<file path="config.mk">
export PLATFORM = sky130hd
export DESIGN_NAME = acps_sequencer
export DESIGN_NICKNAME = d
export VERILOG_FILES = /design/src/verilog/acps_pkg.sv /design/src/verilog/acps_sar.sv /design/src/verilog/acps_sequencer.sv
export SDC_FILE = /design/constraint.sdc
export NUM_CORES = 1
export LEC_CHECK = 0
export BUFFER_PORTS_ARGS = -buffer_cell sky130_fd_sc_hd__buf_4
export CORE_ASPECT_RATIO = 0.7
export CORE_MARGIN = 4
export CORE_UTILIZATION = 40
export DETAILED_ROUTE_END_ITERATION = 8
export GPL_ROUTABILITY_DRIVEN = 0
export GPL_TIMING_DRIVEN = 0
export PLACE_DENSITY = 0.65
export SLEW_MARGIN = 10
export SYNTH_ARGS = -nofsm -noshare
export SYNTH_HDL_FRONTEND = slang
export SYNTH_SLANG_ARGS = --single-unit
</file>
<file path="constraint.sdc">
create_clock -name clock -period 1.62 [get_ports clock]
set_input_delay 0.324 -clock clock [delete_from_list [all_inputs] [get_ports clock]]
set_output_delay 0.324 -clock clock [all_outputs]
set_load 0.02 [all_outputs]
</file>
<file path="src/verilog/acps_pkg.sv">
// Constants and types shared by the converter sequencer files.
package acps_pkg;

  ////////////////////////////////////////////////////////////////////////////
  // Clock and timing
  localparam int CLK_PERIOD_NS = 5;
  // Internal start pulse; a least time, so round up
  localparam int PULSE_NS = 1000;
  localparam int PULSE_CYC = (PULSE_NS + CLK_PERIOD_NS - 1) / CLK_PERIOD_NS;
  // Conversion time; a fixed figure, rounded down
  localparam int CONV_NS = 4500;
  localparam int CONV_CYC = CONV_NS / CLK_PERIOD_NS;
  // Acquisition the host must allow after busy falls
  localparam int ACQ_NS = 100;
  localparam int ACQ_CYC = (ACQ_NS + CLK_PERIOD_NS - 1) / CLK_PERIOD_NS;

  ////////////////////////////////////////////////////////////////////////////
  // Resolution and step timing
  localparam int RES_BITS = 8;
  localparam int BIT_CYC = CONV_CYC / RES_BITS;
  localparam int PULSE_W = 8;
  localparam int STEP_W = 7;
  localparam int IDX_W = 3;
  localparam logic [PULSE_W-1:0] PULSE_LOAD = PULSE_W'(PULSE_CYC - 1);
  localparam logic [STEP_W-1:0] STEP_LAST = STEP_W'(BIT_CYC - 1);
  localparam logic [RES_BITS-1:0] TRIAL_MSB = 8'h80;
  localparam logic [RES_BITS-1:0] RESULT_RST = 8'h00;

  ////////////////////////////////////////////////////////////////////////////
  // Power state
  typedef enum logic {
    ACPS_PWR_DOWN,
    ACPS_PWR_UP
  } acps_pwr_t;

endpackage : acps_pkg

</file>
<file path="src/verilog/acps_sar.sv">
// Successive-approximation stepping engine with fixed conversion time.
`timescale 1ns/1ps
module acps_sar
  import acps_pkg::*;
(
  input wire logic clock,
  input wire logic resetn,
  input wire logic start,
  input wire logic comp_above,
  output logic busy,
  output logic done,
  output logic [RES_BITS-1:0] dac_code,
  output logic [RES_BITS-1:0] result
);

  logic [STEP_W-1:0] step_q;
  logic [IDX_W-1:0] idx_q;
  logic [RES_BITS-1:0] keep_q;
  wire step_end = busy && (step_q == STEP_LAST);
  wire last_bit = (idx_q == IDX_W'(0));
  // Trial code is the straight binary code: one step is vref/256
  wire [RES_BITS-1:0] cur_bit = TRIAL_MSB >> (IDX_W'(RES_BITS - 1) - idx_q);
  wire [RES_BITS-1:0] decided = comp_above ? dac_code : keep_q;

  ////////////////////////////////////////////////////////////////////////////
  always_ff @(posedge clock or negedge resetn) begin
    if (!resetn) begin
      busy <= 1'b0;
      done <= 1'b0;
      step_q <= '0;
      idx_q <= '0;
      keep_q <= RESULT_RST;
      dac_code <= RESULT_RST;
      result <= RESULT_RST;
    end else begin
      done <= 1'b0;
      if (start && !busy) begin
        busy <= 1'b1;
        step_q <= '0;
        idx_q <= IDX_W'(RES_BITS - 1);
        keep_q <= RESULT_RST;
        dac_code <= TRIAL_MSB;
      end else if (step_end) begin
        step_q <= '0;
        keep_q <= decided;
        if (last_bit) begin
          // Fixed duration: eight equal bit steps
          busy <= 1'b0;
          done <= 1'b1;
          result <= decided;
          dac_code <= decided;
        end else begin
          idx_q <= idx_q - IDX_W'(1);
          dac_code <= decided | (cur_bit >> 1);
        end
      end else if (busy) begin
        step_q <= step_q + STEP_W'(1);
      end
    end
  end
endmodule : acps_sar

</file>
<file path="src/verilog/acps_sequencer.sv">
// Start, power and read control of an 8-bit sampling converter.
`timescale 1ns/1ps
module acps_sequencer
  import acps_pkg::*;
(
  input wire logic clock,
  input wire logic resetn,
  input wire logic convert_start_n,
  input wire logic chip_select_n,
  input wire logic read_n,
  input wire logic comp_above,
  output logic busy,
  output logic powered,
  output logic track,
  output logic [RES_BITS-1:0] dac_code,
  output logic [RES_BITS-1:0] data_out,
  output logic data_oe
);

  ////////////////////////////////////////////////////////////////////////////
  // Pin synchronisers; first stages feed only second stages
  logic start_m_q, start_s_q, start_p_q;
  logic cs_m_q, cs_s_q, rd_m_q, rd_s_q;
  logic cmp_m_q, cmp_s_q;

  always_ff @(posedge clock or negedge resetn) begin
    if (!resetn) begin
      {start_m_q, start_s_q, start_p_q} <= 3'h0;
      {cs_m_q, cs_s_q, rd_m_q, rd_s_q} <= 4'hf;
      {cmp_m_q, cmp_s_q} <= 2'h0;
    end else begin
      start_m_q <= convert_start_n;
      start_s_q <= start_m_q;
      start_p_q <= start_s_q;
      cs_m_q <= chip_select_n;
      cs_s_q <= cs_m_q;
      rd_m_q <= read_n;
      rd_s_q <= rd_m_q;
      cmp_m_q <= comp_above;
      cmp_s_q <= cmp_m_q;
    end
  end

  wire start_rise = start_s_q && !start_p_q;

  ////////////////////////////////////////////////////////////////////////////
  // Internal start pulse and gated start
  logic pulse_q;
  logic [PULSE_W-1:0] pulse_cnt_q;
  logic gated_q;
  wire gated_d = start_s_q | pulse_q;
  wire gated_fall = gated_q && !gated_d;

  always_ff @(posedge clock or negedge resetn) begin
    if (!resetn) begin
      pulse_q <= 1'b0;
      pulse_cnt_q <= '0;
    end else if (start_rise) begin
      // Retrigger restarts the full pulse
      pulse_q <= 1'b1;
      pulse_cnt_q <= PULSE_LOAD;
    end else if (pulse_q) begin
      pulse_cnt_q <= pulse_cnt_q - PULSE_W'(1);
      if (pulse_cnt_q == '0) begin
        pulse_q <= 1'b0;
      end
    end
  end

  always_ff @(posedge clock or negedge resetn) begin
    if (!resetn) begin
      gated_q <= 1'b0;
    end else begin
      gated_q <= gated_d;
    end
  end

  ////////////////////////////////////////////////////////////////////////////
  // Power state
  acps_pwr_t pwr_q, pwr_d;
  logic sar_busy, sar_done;
  logic [RES_BITS-1:0] sar_result;
  wire conv_start = gated_fall && (pwr_q == ACPS_PWR_UP) && !sar_busy;

  always_comb begin
    pwr_d = pwr_q;
    case (pwr_q)
      ACPS_PWR_DOWN: begin
        if (start_rise) begin
          pwr_d = ACPS_PWR_UP;
        end
      end
      ACPS_PWR_UP: begin
        // Sample the mode as the conversion ends
        if (sar_done && !start_s_q && !start_rise) begin
          pwr_d = ACPS_PWR_DOWN;
        end
      end
      default: pwr_d = ACPS_PWR_DOWN;
    endcase
  end

  always_ff @(posedge clock or negedge resetn) begin
    if (!resetn) begin
      pwr_q <= ACPS_PWR_DOWN;
    end else begin
      pwr_q <= pwr_d;
    end
  end

  ////////////////////////////////////////////////////////////////////////////
  // Conversion engine
  acps_sar u_sar (
    .clock(clock),
    .resetn(resetn),
    .start(conv_start),
    .comp_above(cmp_s_q),
    .busy(sar_busy),
    .done(sar_done),
    .dac_code(dac_code),
    .result(sar_result)
  );

  assign busy = sar_busy;

  ////////////////////////////////////////////////////////////////////////////
  // Track/hold, output register and read port
  logic [RES_BITS-1:0] data_q;
  wire read_on = !cs_s_q && !rd_s_q;

  always_ff @(posedge clock or negedge resetn) begin
    if (!resetn) begin
      track <= 1'b1;
      data_q <= RESULT_RST;
      data_out <= RESULT_RST;
      data_oe <= 1'b0;
      powered <= 1'b0;
    end else begin
      if (conv_start) begin
        track <= 1'b0;
      end else if (sar_done) begin
        track <= 1'b1;
      end
      if (sar_done) begin
        data_q <= sar_result;
      end
      // Data while busy is stale; the host must not read then
      data_out <= sar_done ? sar_result : data_q;
      data_oe <= read_on;
      powered <= (pwr_d == ACPS_PWR_UP);
    end
  end

  ////////////////////////////////////////////////////////////////////////////
  // Checks
  logic [PULSE_W:0] pulse_len_q;

  always_ff @(posedge clock or negedge resetn) begin
    if (!resetn) begin
      pulse_len_q <= '0;
    end else if (start_rise) begin
      pulse_len_q <= '0;
    end else if (pulse_q) begin
      pulse_len_q <= pulse_len_q + (PULSE_W + 1)'(1);
    end
  end
endmodule : acps_sequencer

</file>
## Word-level counts from Yosys, hierarchy flattened

Cells that the tools add are included.

- Divide/modulo/power cells: 0
- Multiplexer cells: 28
- $add $sub $neg: 4
- Multiply operators: 0
- Order comparisons: 0
- Bitwise gates (word level): 4
- Eq/ne operators: 2
- Reductions and logical operators: 26
- Shift-type cells: 1

Operator list:

| cell | count |
|---|---|
| $mux W8 | 8 |
| $mux W7 | 3 |
| $mux W1 | 13 |
| $logic_and A1 B1 Y1 | 9 |
| $mux W3 | 3 |
| $logic_not A8 Y1 | 1 |
| $or A8 B7 Y8 | 1 |
| $reduce_bool A2 Y1 | 4 |
| $shr A8 B3 Y8 const A | 1 |
| $sub A8 B1 Y8 const B | 1 |
| $add A7 B1 Y7 const B | 1 |
| $eq A7 B7 Y1 const B | 1 |
| $logic_not A1 Y1 | 7 |
| $reduce_and A2 Y1 | 2 |
| $logic_not A3 Y1 | 1 |
| $reduce_and A3 Y1 | 1 |
| $reduce_bool A3 Y1 | 1 |
| $sub A3 B1 Y3 const B | 1 |
| $sub A3 B3 Y3 const A | 1 |
| $ne A2 B2 Y1 const B | 1 |
| $not A1 Y1 | 2 |
| $pmux W1 S2 | 1 |
| $or A1 B1 Y1 | 1 |

- Bits in writable memories: 0
- Output and inout bits: 20
- ROM bits: 0
- Memories kept: 0
- Latch bits: 0
- Word-level logic and storage cells: 88
- Register bits: 66

## Depth between registers and ports, before layout

Gate-level depths: netlist of the first run.

- Depth in word-level cells: 8
- Gate-level depth with buffers: 6
- Depth with buffers taken out: 6

## Hierarchy

From an unflattened synthesis of the first run, not the netlist that was laid out.

- Cell total of the unflattened synthesis: 244
- Area, all modules: 2891.5 µm²

Modules (own cells, without submodules):

| module | instances | cells an instance | area an instance (µm²) |
|---|---|---|---|
| acps_sar | 1 | 158 | 1759.2 |
| acps_sequencer | 1 | 86 | 1132.3 |

## Worst setup path after synthesis of the first run

No wires, ideal clock.

- Path kind: reg-to-reg
- From: register u_sar.step_q[0]
- To: register u_sar.result[0]
- Buffers on the path: 1
- Library setup time: 0.125 ns
- Setup slack: -0.030 ns
- Stages on the path, launching flop included: 7
- Arrival: 1.525 ns
- Required time: 1.495 ns
- Cell sequence: dfrtp_1 ha_1 nand4_2 nor2_2 and2_1 buf_4 mux2_2

- Cells in the longest elaborated chain, start to end: 3

RTL lines:

| item | line | text |
|---|---|---|
| start, declared | acps_sar.sv:16 | `logic [STEP_W-1:0] step_q;` |
| start signal, assigned | acps_sar.sv:57 | `step_q <= step_q + STEP_W'(1);` |
| $eq A7 B7 Y1 | acps_sar.sv:19 | `wire step_end = busy && (step_q == STEP_LAST);` |
| $logic_and A1 B1 Y1 | acps_sar.sv:19 |  |
| $reduce_and A3 Y1 (no source line) | -- |  |
| end signal, assigned | acps_sar.sv:50 | `result <= decided;` |
| end, declared | acps_sar.sv:13 | `output logic [RES_BITS-1:0] result` |

No other way between the ends.
A chain may end at the register's enable or synchronous reset.

## Final worst setup path of the first run

- From: register u_sar.step_q[0]
- To: register u_sar.keep_q[5]

- Cells in the longest elaborated chain, start to end: 3

RTL lines:

| item | line | text |
|---|---|---|
| $eq A7 B7 Y1 | acps_sar.sv:19 |  |
| $logic_and A1 B1 Y1 | acps_sar.sv:19 |  |
| $reduce_bool A2 Y1 (no source line) | -- |  |
| end signal, assigned | acps_sar.sv:45 | `keep_q <= decided;` |
| end, declared | acps_sar.sv:18 | `logic [RES_BITS-1:0] keep_q;` |

No other way between the ends.

==> results of run 1 <==
-- what timing repair did --
action / in CTS / in global routing
setup buffers: 7 / 2
cloned: 1 / 0
hold endpoints to repair: 0 / 0
gates resized for setup: 13 / 25
endpoints found under the setup margin: 25 / 32
pin swaps: 8 / 5
-- layout make-up --
cell class	count	area, µm²
buffer	11	86.3
timing repair buffer	35	270
fill	623	3300
sequential	66	1660
clock inverter	6	41.3
clock buffer	10	138
inverter	5	18.8
tap	94	118
multi-input combinational	156	1250
-- routing by layer --
metal,up-vias,routed length [µm],global-route usage
met5,-,0,0
met4,0,85,0.0560
met3,7,301,0.0593
met2,47,2590,0.207
met1,954,2970,0.204
li1,933,-,-
-- worst min path at each step --
stage / startpoint / to / slack (ns) / depth (start not counted)
6_report: resetn / u_sar.result[3]$_DFFE_PN0P_ / 0.07 / 1
5_1_grt: chip_select_n / cs_m_q$_DFF_PN1_ / 0.06 / 1
4_1_cts: chip_select_n / cs_m_q$_DFF_PN1_ / 0.07 / 1
3_5_place_dp: cmp_m_q$_DFF_PN0_ / cmp_s_q$_DFF_PN0_ / 0.35 / 0
3_3_place_gp: cmp_m_q$_DFF_PN0_ / cmp_s_q$_DFF_PN0_ / 0.33 / 0
2_1_floorplan: resetn / cmp_m_q$_DFF_PN0_ / 0.03 / 0
-- registers in the layout, indices dropped and copies added (netlist names), 3 cells and up --
signal,count
data_q,8
pulse_cnt_q,8
u_sar.dac_code,8
u_sar.idx_q,3
u_sar.keep_q,8
u_sar.result,8
u_sar.step_q,7
-- where the power goes --
part           internal [W]  total, W  switching (W)
clock              0.000595   0.00124       0.000643
sequential          0.00184   0.00207       0.000225
combinational      0.000348  0.000725       0.000378
total               0.00278   0.00403        0.00125
-- cell usage in the layout, fill, tap and decap left out, types with 4 or more instances in the layout --
cell type  netlist  routed
a21oi_1         15      14
a32o_1           8       8
buf_4            1      34
buf_6            2       5
clkbuf_8         0      10
dfrtp_1         61      61
dfstp_2          5       5
ha_1             8       6
mux2_2          22      16
mux2_4           0       8
nand2_1         22      21
nand3_1          4       4
nor2_1          17      16
o21ai_0          9       8
xnor2_1          4       4
xor2_1           6       6
-- stage by stage --
stage	instance area, µm²	std cells	setup WS (ns)	TNS (ns)
after floorplan	2900	238	-0.00424	-0.0339
after global placement	3200	357	-0.161	-2.48
after detailed placement	3200	357	-0.167	-2.64
after CTS	3490	381	-0.0585	-0.422
after global routing	3580	383	-0.154	-1.92
final	3580	383	-0.0663	-0.549
-- cells by family (layout without fill, tap and decap cells) --
family	Yosys count	count (layout)	share of synthesized area
XOR/XNOR	10	10	0.0304
adder cells (fa/ha/maj)	8	8	0.0348
multiplexers	24	24	0.0938
flip-flops	66	66	0.576
AO/OA/AOI/OAI	50	50	0.123
buffers and inverters	16	67	0.0291
AND/OR/NAND/NOR	64	64	0.113
-- critical path, delay by kind of cell (launching register included) --
family,cells,cell delay [ns]
AO/OA/AOI/OAI,2,0.47
adder cells (fa/ha/maj),1,0.17
buffers and inverters,1,0.13
flip-flops,1,0.41
AND/OR/NAND/NOR,2,0.40
==> metrics.md, run 1 <==
| Metric | Value |
|---|---|
| Status | `finished with violations` |
| Violations in the final reports | `negative setup slack` |
| Antenna fix cells | `0` |
| Main synth FF type | `dfrtp_1` |
| Nets | `298` |
| CTS sink count | `66` |
| Synth warnings | `0` |
| Final Hold Fails | `0` |
| Reg2reg start | `u_sar.step_q[0]$_DFFE_PN0P_` |
| Commonest cells post-synth | `dfrtp_1 (61), mux2_2 (22), nand2_1 (22), nor2_1 (17), a21oi_1 (15)` |
| Worst hold path class | `in -> async` |
| Slew Viols, Final | `0` |
| DR vias | `1,941` |
| Skew-Pair Late Insertion Delay | `0.34 ns` |
| Hold-fix buffers, CTS | `0` |
| Die Area | `8640 µm²` |
| #FFs+latches synth | `66` |
| CTS tree | `built` |
| Largest net degree at the start of global routing | `67` |
| DRT iter0 DRCs | `103` |
| Initial core utilization | `0.419` |
| Post-synth ARST share | `1.00` |
| CP arrival | `1.92 ns` |
| Synthesized cell area | `2880 µm²` |
| Reg clk slew, reported paths | `0.07 ns` |
| Drc violations | `0` |
| Data required, critical path | `1.85 ns` |
| CP max stage cell | `dfrtp_1` |
| Clock skew | `0.00681 ns` |
| Unique masters post-synth | `45` |
| Seq/Total Area, Yosys | `0.576` |
| Syn Nets | `252` |
| Static Leak | `1.66 nW` |
| Cells after synthesis | `238` |
| Fin util | `0.521` |
| WHS | `0.0691 ns` |
| Input/output buffers | `25` |
| Normalized max-slew margin | `0.460` |
| DR vias/cell | `5.07` |
| Share of layout cells above drive strength 1 | `0.374` |
| Fmax | `593 MHz` |
| Gr ovfl total | `0` |
| RSZ-0062 raised after global routing | `true` |
| Post-synth EDFFs | `0` |
| DR WL/cell | `15.5 µm` |
| Worst slew pin tran | `0.810 ns` |
| Leading area contributor after synthesis | `dfrtp_1` |
| Power Density | `1120 nW/µm²` |
| Total chip power | `0.00403 W` |
| CTS root buf | `clkbuf_8` |
| Row cnt | `25` |
| Number of global-route vias before repair | `1,948` |
| R2R cell count | `6` |
| Die width | `109 µm` |
| Dpl hpwl | `3.66 mm` |
| Setup crit end kind | `register` |
| Syn-to-layout area delta | `24.4%` |
| Max incr delay on CP | `0.41 ns` |
| Crit. Startpoint | `u_sar.step_q[0]$_DFFE_PN0P_` |
| 1st-pass router iterations | `6` |
| Global-route wire length before repair | `9.66 mm` |
| Total core area | `6880 µm²` |
| Synth top area share | `0.530` |
| Drt total wl | `5.95 mm` |
| Reg-to-reg endpoint | `u_sar.keep_q[5]$_DFFE_PN0P_` |
| Critical path cell sequence | `ha_4 > nand4_4 > or2_1 > buf_6 > a21o_4 > a32o_1` |
| Crit path launch type | `register` |
| Initial antenna violation count | `0` |
| Most common cell in the netlist | `dfrtp_1` |
| Maxcap violations | `0` |
| Peak VDD IR | `0.625 mV` |
| Top cells by area, synth | `dfrtp_1 (53%), mux2_2 (8.6%), dfstp_2 (4.6%)` |
| Setup-failing EPs final | `16` |
| ANT nets after route | `0` |
| Final period utilization | `1.04` |
| Num CTS Buffers | `9` |
| Max H-tree Level | `3` |
| Die Y | `79.0 µm` |
| Gr usage total | `0.148` |
| # IOs | `26` |
| Final WS setup | `-0.0663 ns` |
| Critical path destination | `u_sar.keep_q[5]$_DFFE_PN0P_` |
| Min cycle time layout | `1.69 ns` |
| Mean Syn Cell Area | `12.1 µm²` |
| Longest Clk Path Bufs | `2` |
| R2r setup slk | `-0.07 ns` |
| Max FO, Critical Path | `8` |
| Setup CP Type | `reg -> reg` |
(Power assumes the default switching activity.)
==> run 2, diff against run 1 <==
Settings changed: SETUP_SLACK_MARGIN from default to 0.5.
==> metrics.md, run 2 (synthesis results as in run 1) <==
| Metric | Value |
|---|---|
| Antenna fix cells | `0` |
| 1st-pass router iterations | `4` |
| Met2 Track Usage GR | `0.247` |
| Fin util | `0.605` |
| Slew Viols, Final | `0` |
| Syn-to-layout area delta | `44.6%` |
| Row cnt | `25` |
| Fmax | `601 MHz` |
| CP Buf/Inv Count | `1` |
| Max H-tree Level | `3` |
| Largest delay contributor family on the critical path | `compound AO/OA/AOI/OAI gates` |
| # IOs | `26` |
| R2r setup slk | `-0.04 ns` |
| Maxcap violations | `0` |
| Num CTS Buffers | `9` |
| Non-filler instance count after layout | `412` |
| Die Area | `8640 µm²` |
| Global-route wire length before repair | `11.0 mm` |
| Total core area | `6880 µm²` |
| Gr ovfl total | `0` |
| Crit path launch type | `register` |
| Number of global-route vias before repair | `2,191` |
| Worst slew pin tran | `0.822 ns` |
| Busiest grt layer | `met2` |
| Sw Ratio | `0.300` |
| Layout filler cell count | `556` |
| ANT nets after route | `0` |
| Area of the multi-input gates | `1400 µm²` |
| DR vias/cell | `5.19` |
| Final period utilization | `1.03` |
| DR WL/cell | `15.9 µm` |
| Die width | `109 µm` |
| Skew-Pair Late Insertion Delay | `0.34 ns` |
| Max FO, Critical Path | `8` |
| CP arrival | `1.89 ns` |
| Finished Cell Area | `4160 µm²` |
| Dpl hpwl | `3.75 mm` |
| DRT iter0 DRCs | `104` |
| Final WS setup | `-0.0431 ns` |
| Setup CP Type | `reg -> reg` |
| Drc violations | `0` |
| Share of layout cells above drive strength 1 | `0.528` |
| Setup-failing EPs final | `8` |
| Setup TNS Final | `-0.271 ns` |
| Sw power | `0.00140 W` |
| DP Cell Count | `357` |
| CTS sink count | `66` |
| Status | `finished with violations` |
| CTS root buf | `clkbuf_8` |
| Min cycle time layout | `1.66 ns` |
| Critical path cell sequence | `ha_4 > nand4_4 > or2_1 > buf_6 > a21o_4 > a32o_1` |
| M1 GR Usage | `0.234` |
| Dpl cell area | `3320 µm²` |
| Input/output buffers | `25` |
| Register share of total power | `0.450` |
| Max incr delay on CP | `0.40 ns` |
| Longest Clk Path Bufs | `2` |
| Clk pwr share | `0.336` |
| Data required, critical path | `1.85 ns` |
| Worst hold path class | `in -> async` |
| Comb pwr share | `0.214` |
| Setup crit end kind | `register` |
| Initial core utilization | `0.419` |
| Pint | `0.00328 W` |
| Die Y | `79.0 µm` |
| Static Leak | `1.90 nW` |
| Reg clk slew, reported paths | `0.07 ns` |
| RSZ-0062 raised after global routing | `true` |
| FF+latch area | `1660 µm²` |
| Largest net degree at the start of global routing | `67` |
| Drt total wl | `6.57 mm` |
| Normalized max-slew margin | `0.452` |
| Commonest cells after routing, fill and taps aside | `dfrtp_1 (56), buf_6 (35), buf_4 (30)` |
| DR vias | `2,137` |
| Peak VDD IR | `0.454 mV` |
| Most common cell after layout, fill and taps aside | `dfrtp_1` |
| Total chip power | `0.00468 W` |
| Met3 Usage GRT | `0.0439` |
| Gr usage total | `0.166` |
| Initial antenna violation count | `0` |
| Clock skew | `0.0129 ns` |
| Nets | `327` |
| CTS tree | `built` |
| Violations in the final reports | `negative setup slack` |
| Power Density | `1120 nW/µm²` |
| Hold-fix buffers, CTS | `0` |
| Final Hold Fails | `0` |
| CP max stage cell | `dfrtp_1` |
==> run 2: repair_timing <==
action / 4_1_cts / 5_1_grt
cloned: 1 / 0
setup endpoints to repair: 72 / 75
buffers inserted: 32 / 6
pin swaps: 27 / 17
resized for setup: 65 / 23
==> run 2: worst paths after layout <==
path                                             startpoint                       endpoint  cells past startpoint
min in group clock                                   read_n               rd_m_q$_DFF_PN1_                      1
max in group asynchronous                            resetn  u_sar.dac_code[0]$_DFFE_PN0P_                      1
worst max register to register  u_sar.step_q[1]$_DFFE_PN0P_    u_sar.keep_q[5]$_DFFE_PN0P_                      6
worst min-delay path                                 resetn    u_sar.step_q[5]$_DFFE_PN0P_                      1
worst max-delay path            u_sar.step_q[1]$_DFFE_PN0P_    u_sar.keep_q[5]$_DFFE_PN0P_                      6
worst min register to register            cmp_m_q$_DFF_PN0_              cmp_s_q$_DFF_PN0_                      0
==> run 2: final cells by class <==
type                    count  share of cell area
inverters                   5             0.00451
well taps                  94              0.0282
flip-flops and latches     66               0.400
repair buffers             64               0.153
plain buffers              11              0.0240
clock inverters             6              0.0216
clock buffers              10              0.0331
multi-input cells         156               0.336
==> run 2: through the flow <==
stage	hold WS (ns)	setup slack [ns]
floorplan	0.0284	0.0616
global placement	0.332	-0.115
detailed placement	0.340	-0.135
CTS	0.0674	-0.0283
global route	0.0570	-0.107
finish	0.0685	-0.0431
==> run 2: worst reg2reg max path, stage by stage, from the launching register on <==
cell,delay [ns]
dfrtp_1,0.40
ha_4,0.16
nand4_4,0.14
or2_1,0.26
buf_6,0.14
a21o_4,0.24
a32o_1,0.22
==> run 2: power by group through the flow <==
stage	registers [W]	clock network, W	logic (W)
floorplan	0.00209	0	0.000509
global placement	0.00211	0	0.000659
detailed placement	0.00213	0	0.000683
CTS	0.00209	0.00161	0.000968
global route	0.00213	0.00171	0.00112
finish	0.00210	0.00157	0.00100
==> run 2: layer usage <==
layer / up-vias / routed length [µm]
met1: 1082 / 3140
met2: 45 / 3060
met3: 13 / 260
li1: 997 / -
met5: - / 0
met4: 0 / 110
==> run 3, diff against run 2 <==
Settings changed: SYNTH_HIERARCHICAL from default to 1.
==> metrics.md, run 3 <==
| Metric | Value |
|---|---|
| Normalized max-slew margin | `0.442` |
| Final period utilization | `0.965` |
| CTS root buf | `clkbuf_8` |
| DP Cell Count | `363` |
| Commonest cells after routing, fill and taps aside | `dfrtp_1 (55), buf_4 (41), buf_6 (38)` |
| # IOs | `26` |
| Row cnt | `25` |
| Static Leak | `1.96 nW` |
| Max H-tree Level | `3` |
| Synthesized cell area | `2890 µm²` |
| Num CTS Buffers | `9` |
| Power Density | `1060 nW/µm²` |
| Synthesized-area fraction occupied by and/or/nand/nor cells | `0.137` |
| Hold-fix buffers, CTS | `0` |
| CTS sink count | `66` |
| Initial core utilization | `0.420` |
| Main synth FF type | `dfrtp_1` |
| Longest Clk Path Bufs | `2` |
| Non-filler instance count after layout | `434` |
| Setup TNS Final | `0 ns` |
| Setup CP Type | `reg -> reg` |
| Largest delay contributor family on the critical path | `flip-flops` |
| Unique masters post-synth | `46` |
| Setup crit end kind | `register` |
| Setup-failing EPs final | `0` |
| Peak VDD IR | `0.548 mV` |
| Largest net degree at the start of global routing | `67` |
| CP max stage cell | `dfrtp_1` |
| Syn Nets | `258` |
| Mean Syn Cell Area | `11.9 µm²` |
| Max incr delay on CP | `0.39 ns` |
| Clock skew | `0.00803 ns` |
| Initial antenna violation count | `0` |
| Final Hold Fails | `0` |
| Share of layout cells above drive strength 1 | `0.562` |
| CP arrival | `1.83 ns` |
| Maxcap violations | `0` |
| Leading area contributor after synthesis | `dfrtp_1` |
| Gr ovfl total | `0` |
| Max FO, Critical Path | `5` |
| Die width | `110 µm` |
| ANT nets after route | `0` |
| Synth warnings | `6` |
| Nets | `349` |
| Slew Viols, Final | `0` |
| Worst hold path class | `in -> async` |
| RSZ-0062 raised after global routing | `true` |
| Crit path launch type | `register` |
| Most common cell after layout, fill and taps aside | `dfrtp_1` |
| Cells after synthesis | `244` |
| Worst slew pin tran | `0.836 ns` |
| Post-synth ARST share | `1.00` |
| Commonest cells post-synth | `dfrtp_1 (61), nand2_1 (26), mux2_2 (23), o21ai_0 (13), nor2_1 (12)` |
| Dpl hpwl | `3.91 mm` |
| Min cycle time layout | `1.56 ns` |
| Synth top area share | `0.528` |
| 1st-pass router iterations | `4` |
| Antenna fix cells | `0` |
| Post-synthesis adder-cell area fraction | `0.0346` |
| Drc violations | `0` |
| DR WL/cell | `15.9 µm` |
| Reg clk slew, reported paths | `0.07 ns` |
| Status | `complete, no violations` |
| Most common cell in the netlist | `dfrtp_1` |
| Critical path cell sequence | `ha_4 > nand4_4 > buf_6 > nor2_4 > buf_8 > mux2i_1` |
| CP Buf/Inv Count | `2` |
| Input/output buffers | `25` |
| XOR/XNOR Fraction of Synth Area | `0.0182` |
| Seq/Total Area, Yosys | `0.573` |
| Die Y | `79.1 µm` |
| Global-route wire length before repair | `11.5 mm` |
| Data required, critical path | `1.88 ns` |
| DR vias/cell | `5.07` |
| Post-synth EDFFs | `0` |
| Largest family of logic cells by synthesized area | `simple AND/OR/NAND/NOR gates` |
| Fmax | `640 MHz` |
| CTS tree | `built` |
| Drt total wl | `6.91 mm` |
| Number of global-route vias before repair | `2,278` |
| Syn-to-layout area delta | `49.6%` |
| Top cells by area, synth | `dfrtp_1 (53%), mux2_2 (9.0%), dfstp_2 (4.5%)` |
| Die Area | `8670 µm²` |
| #FFs+latches synth | `66` |
| Gr usage total | `0.174` |
| Total core area | `6880 µm²` |
| Compound-Gate Fraction of Synth Area | `0.0935` |
| Skew-Pair Late Insertion Delay | `0.35 ns` |
| DR vias | `2,202` |
| DRT iter0 DRCs | `86` |
| Post-synthesis mux area share | `0.121` |
-- run 3: cell count changes in the layout (fill, tap and decap cells not counted), sizes merged, moves of 4 or more --
cell,change
buf,+12
mux2i,+9
a32o,-8
a31oi,+5
nor2,-5
o21ai,+5
a21oi,-4
inv,+4
nand2,+4
-- run 3: logic make-up after synthesis --
kind of cell	count (synthesis)
and+or+nand+nor	73
DFF	66
AOI/OAI and AO/OA	43
muxes	32
buffers and inverters	16
adders and majority gates	8
xor gates and xnor gates	6
-- run 3: path summary, 6_finish.rpt --
kind | start | endpoint | slack, ns | cells after the start
min reg2reg | cmp_m_q$_DFF_PN0_ | cmp_s_q$_DFF_PN0_ | 0.35 | 0
min | resetn | u_sar/step_q[1]$_DFFE_PN0P_ | 0.07 | 1
max in group asynchronous | resetn | pulse_q$_DFF_PN0_ | 0.96 | 1
max | u_sar/step_q[1]$_DFFE_PN0P_ | u_sar/dac_code[4]$_DFFE_PN0P_ | 0.06 | 6
max reg2reg | u_sar/step_q[1]$_DFFE_PN0P_ | u_sar/dac_code[4]$_DFFE_PN0P_ | 0.06 | 6
min in group clock | chip_select_n | cs_m_q$_DFF_PN1_ | 0.08 | 1
-- run 3: what timing repair did --
action	in CTS	in global routing
resized for setup	79	27
pin swaps	34	16
setup buffers	45	8
setup endpoints to repair	73	73
cloned	1	1
-- run 3: layout make-up --
type | instances | area [µm²]
multi-input cells | 162 | 1460
clock buffers | 10 | 138
clock inverters | 6 | 66.3
repair buffers | 80 | 767
flip-flops and latches | 66 | 1670
fillers | 534 | 2560
plain buffers | 7 | 80.1
well taps | 94 | 118
inverters | 9 | 36.3
-- run 3: routing by layer --
metal	wire, µm	GRT usage	up-vias	part of all wire
li1	-	-	1047	-
met1	3360	0.244	1113	0.49
met2	3250	0.261	35	0.47
met3	239	0.0561	7	0.035
met4	59	0.0411	0	0.0085
met5	0	0	-	0
-- run 3: where the power goes --
part | internal, W | switching (W)
sequential | 0.00182 | 0.000217
clock | 0.000751 | 0.000646
combinational | 0.000627 | 0.000532
-- run 3: per-stage QoR --
stage                     worst slack, ns  area [µm²]  power [W]  hold WS, ns   util
after floorplan                    0.0526        3010    0.00253       0.0284      -
after global placement             -0.274        3320    0.00272        0.334  0.482
after detailed placement           -0.262        3320    0.00275        0.336  0.482
after CTS                        -0.00476        4150    0.00450       0.0625  0.603
after global routing              -0.0156        4330    0.00484       0.0576  0.629
final                              0.0569        4330    0.00459       0.0729  0.629
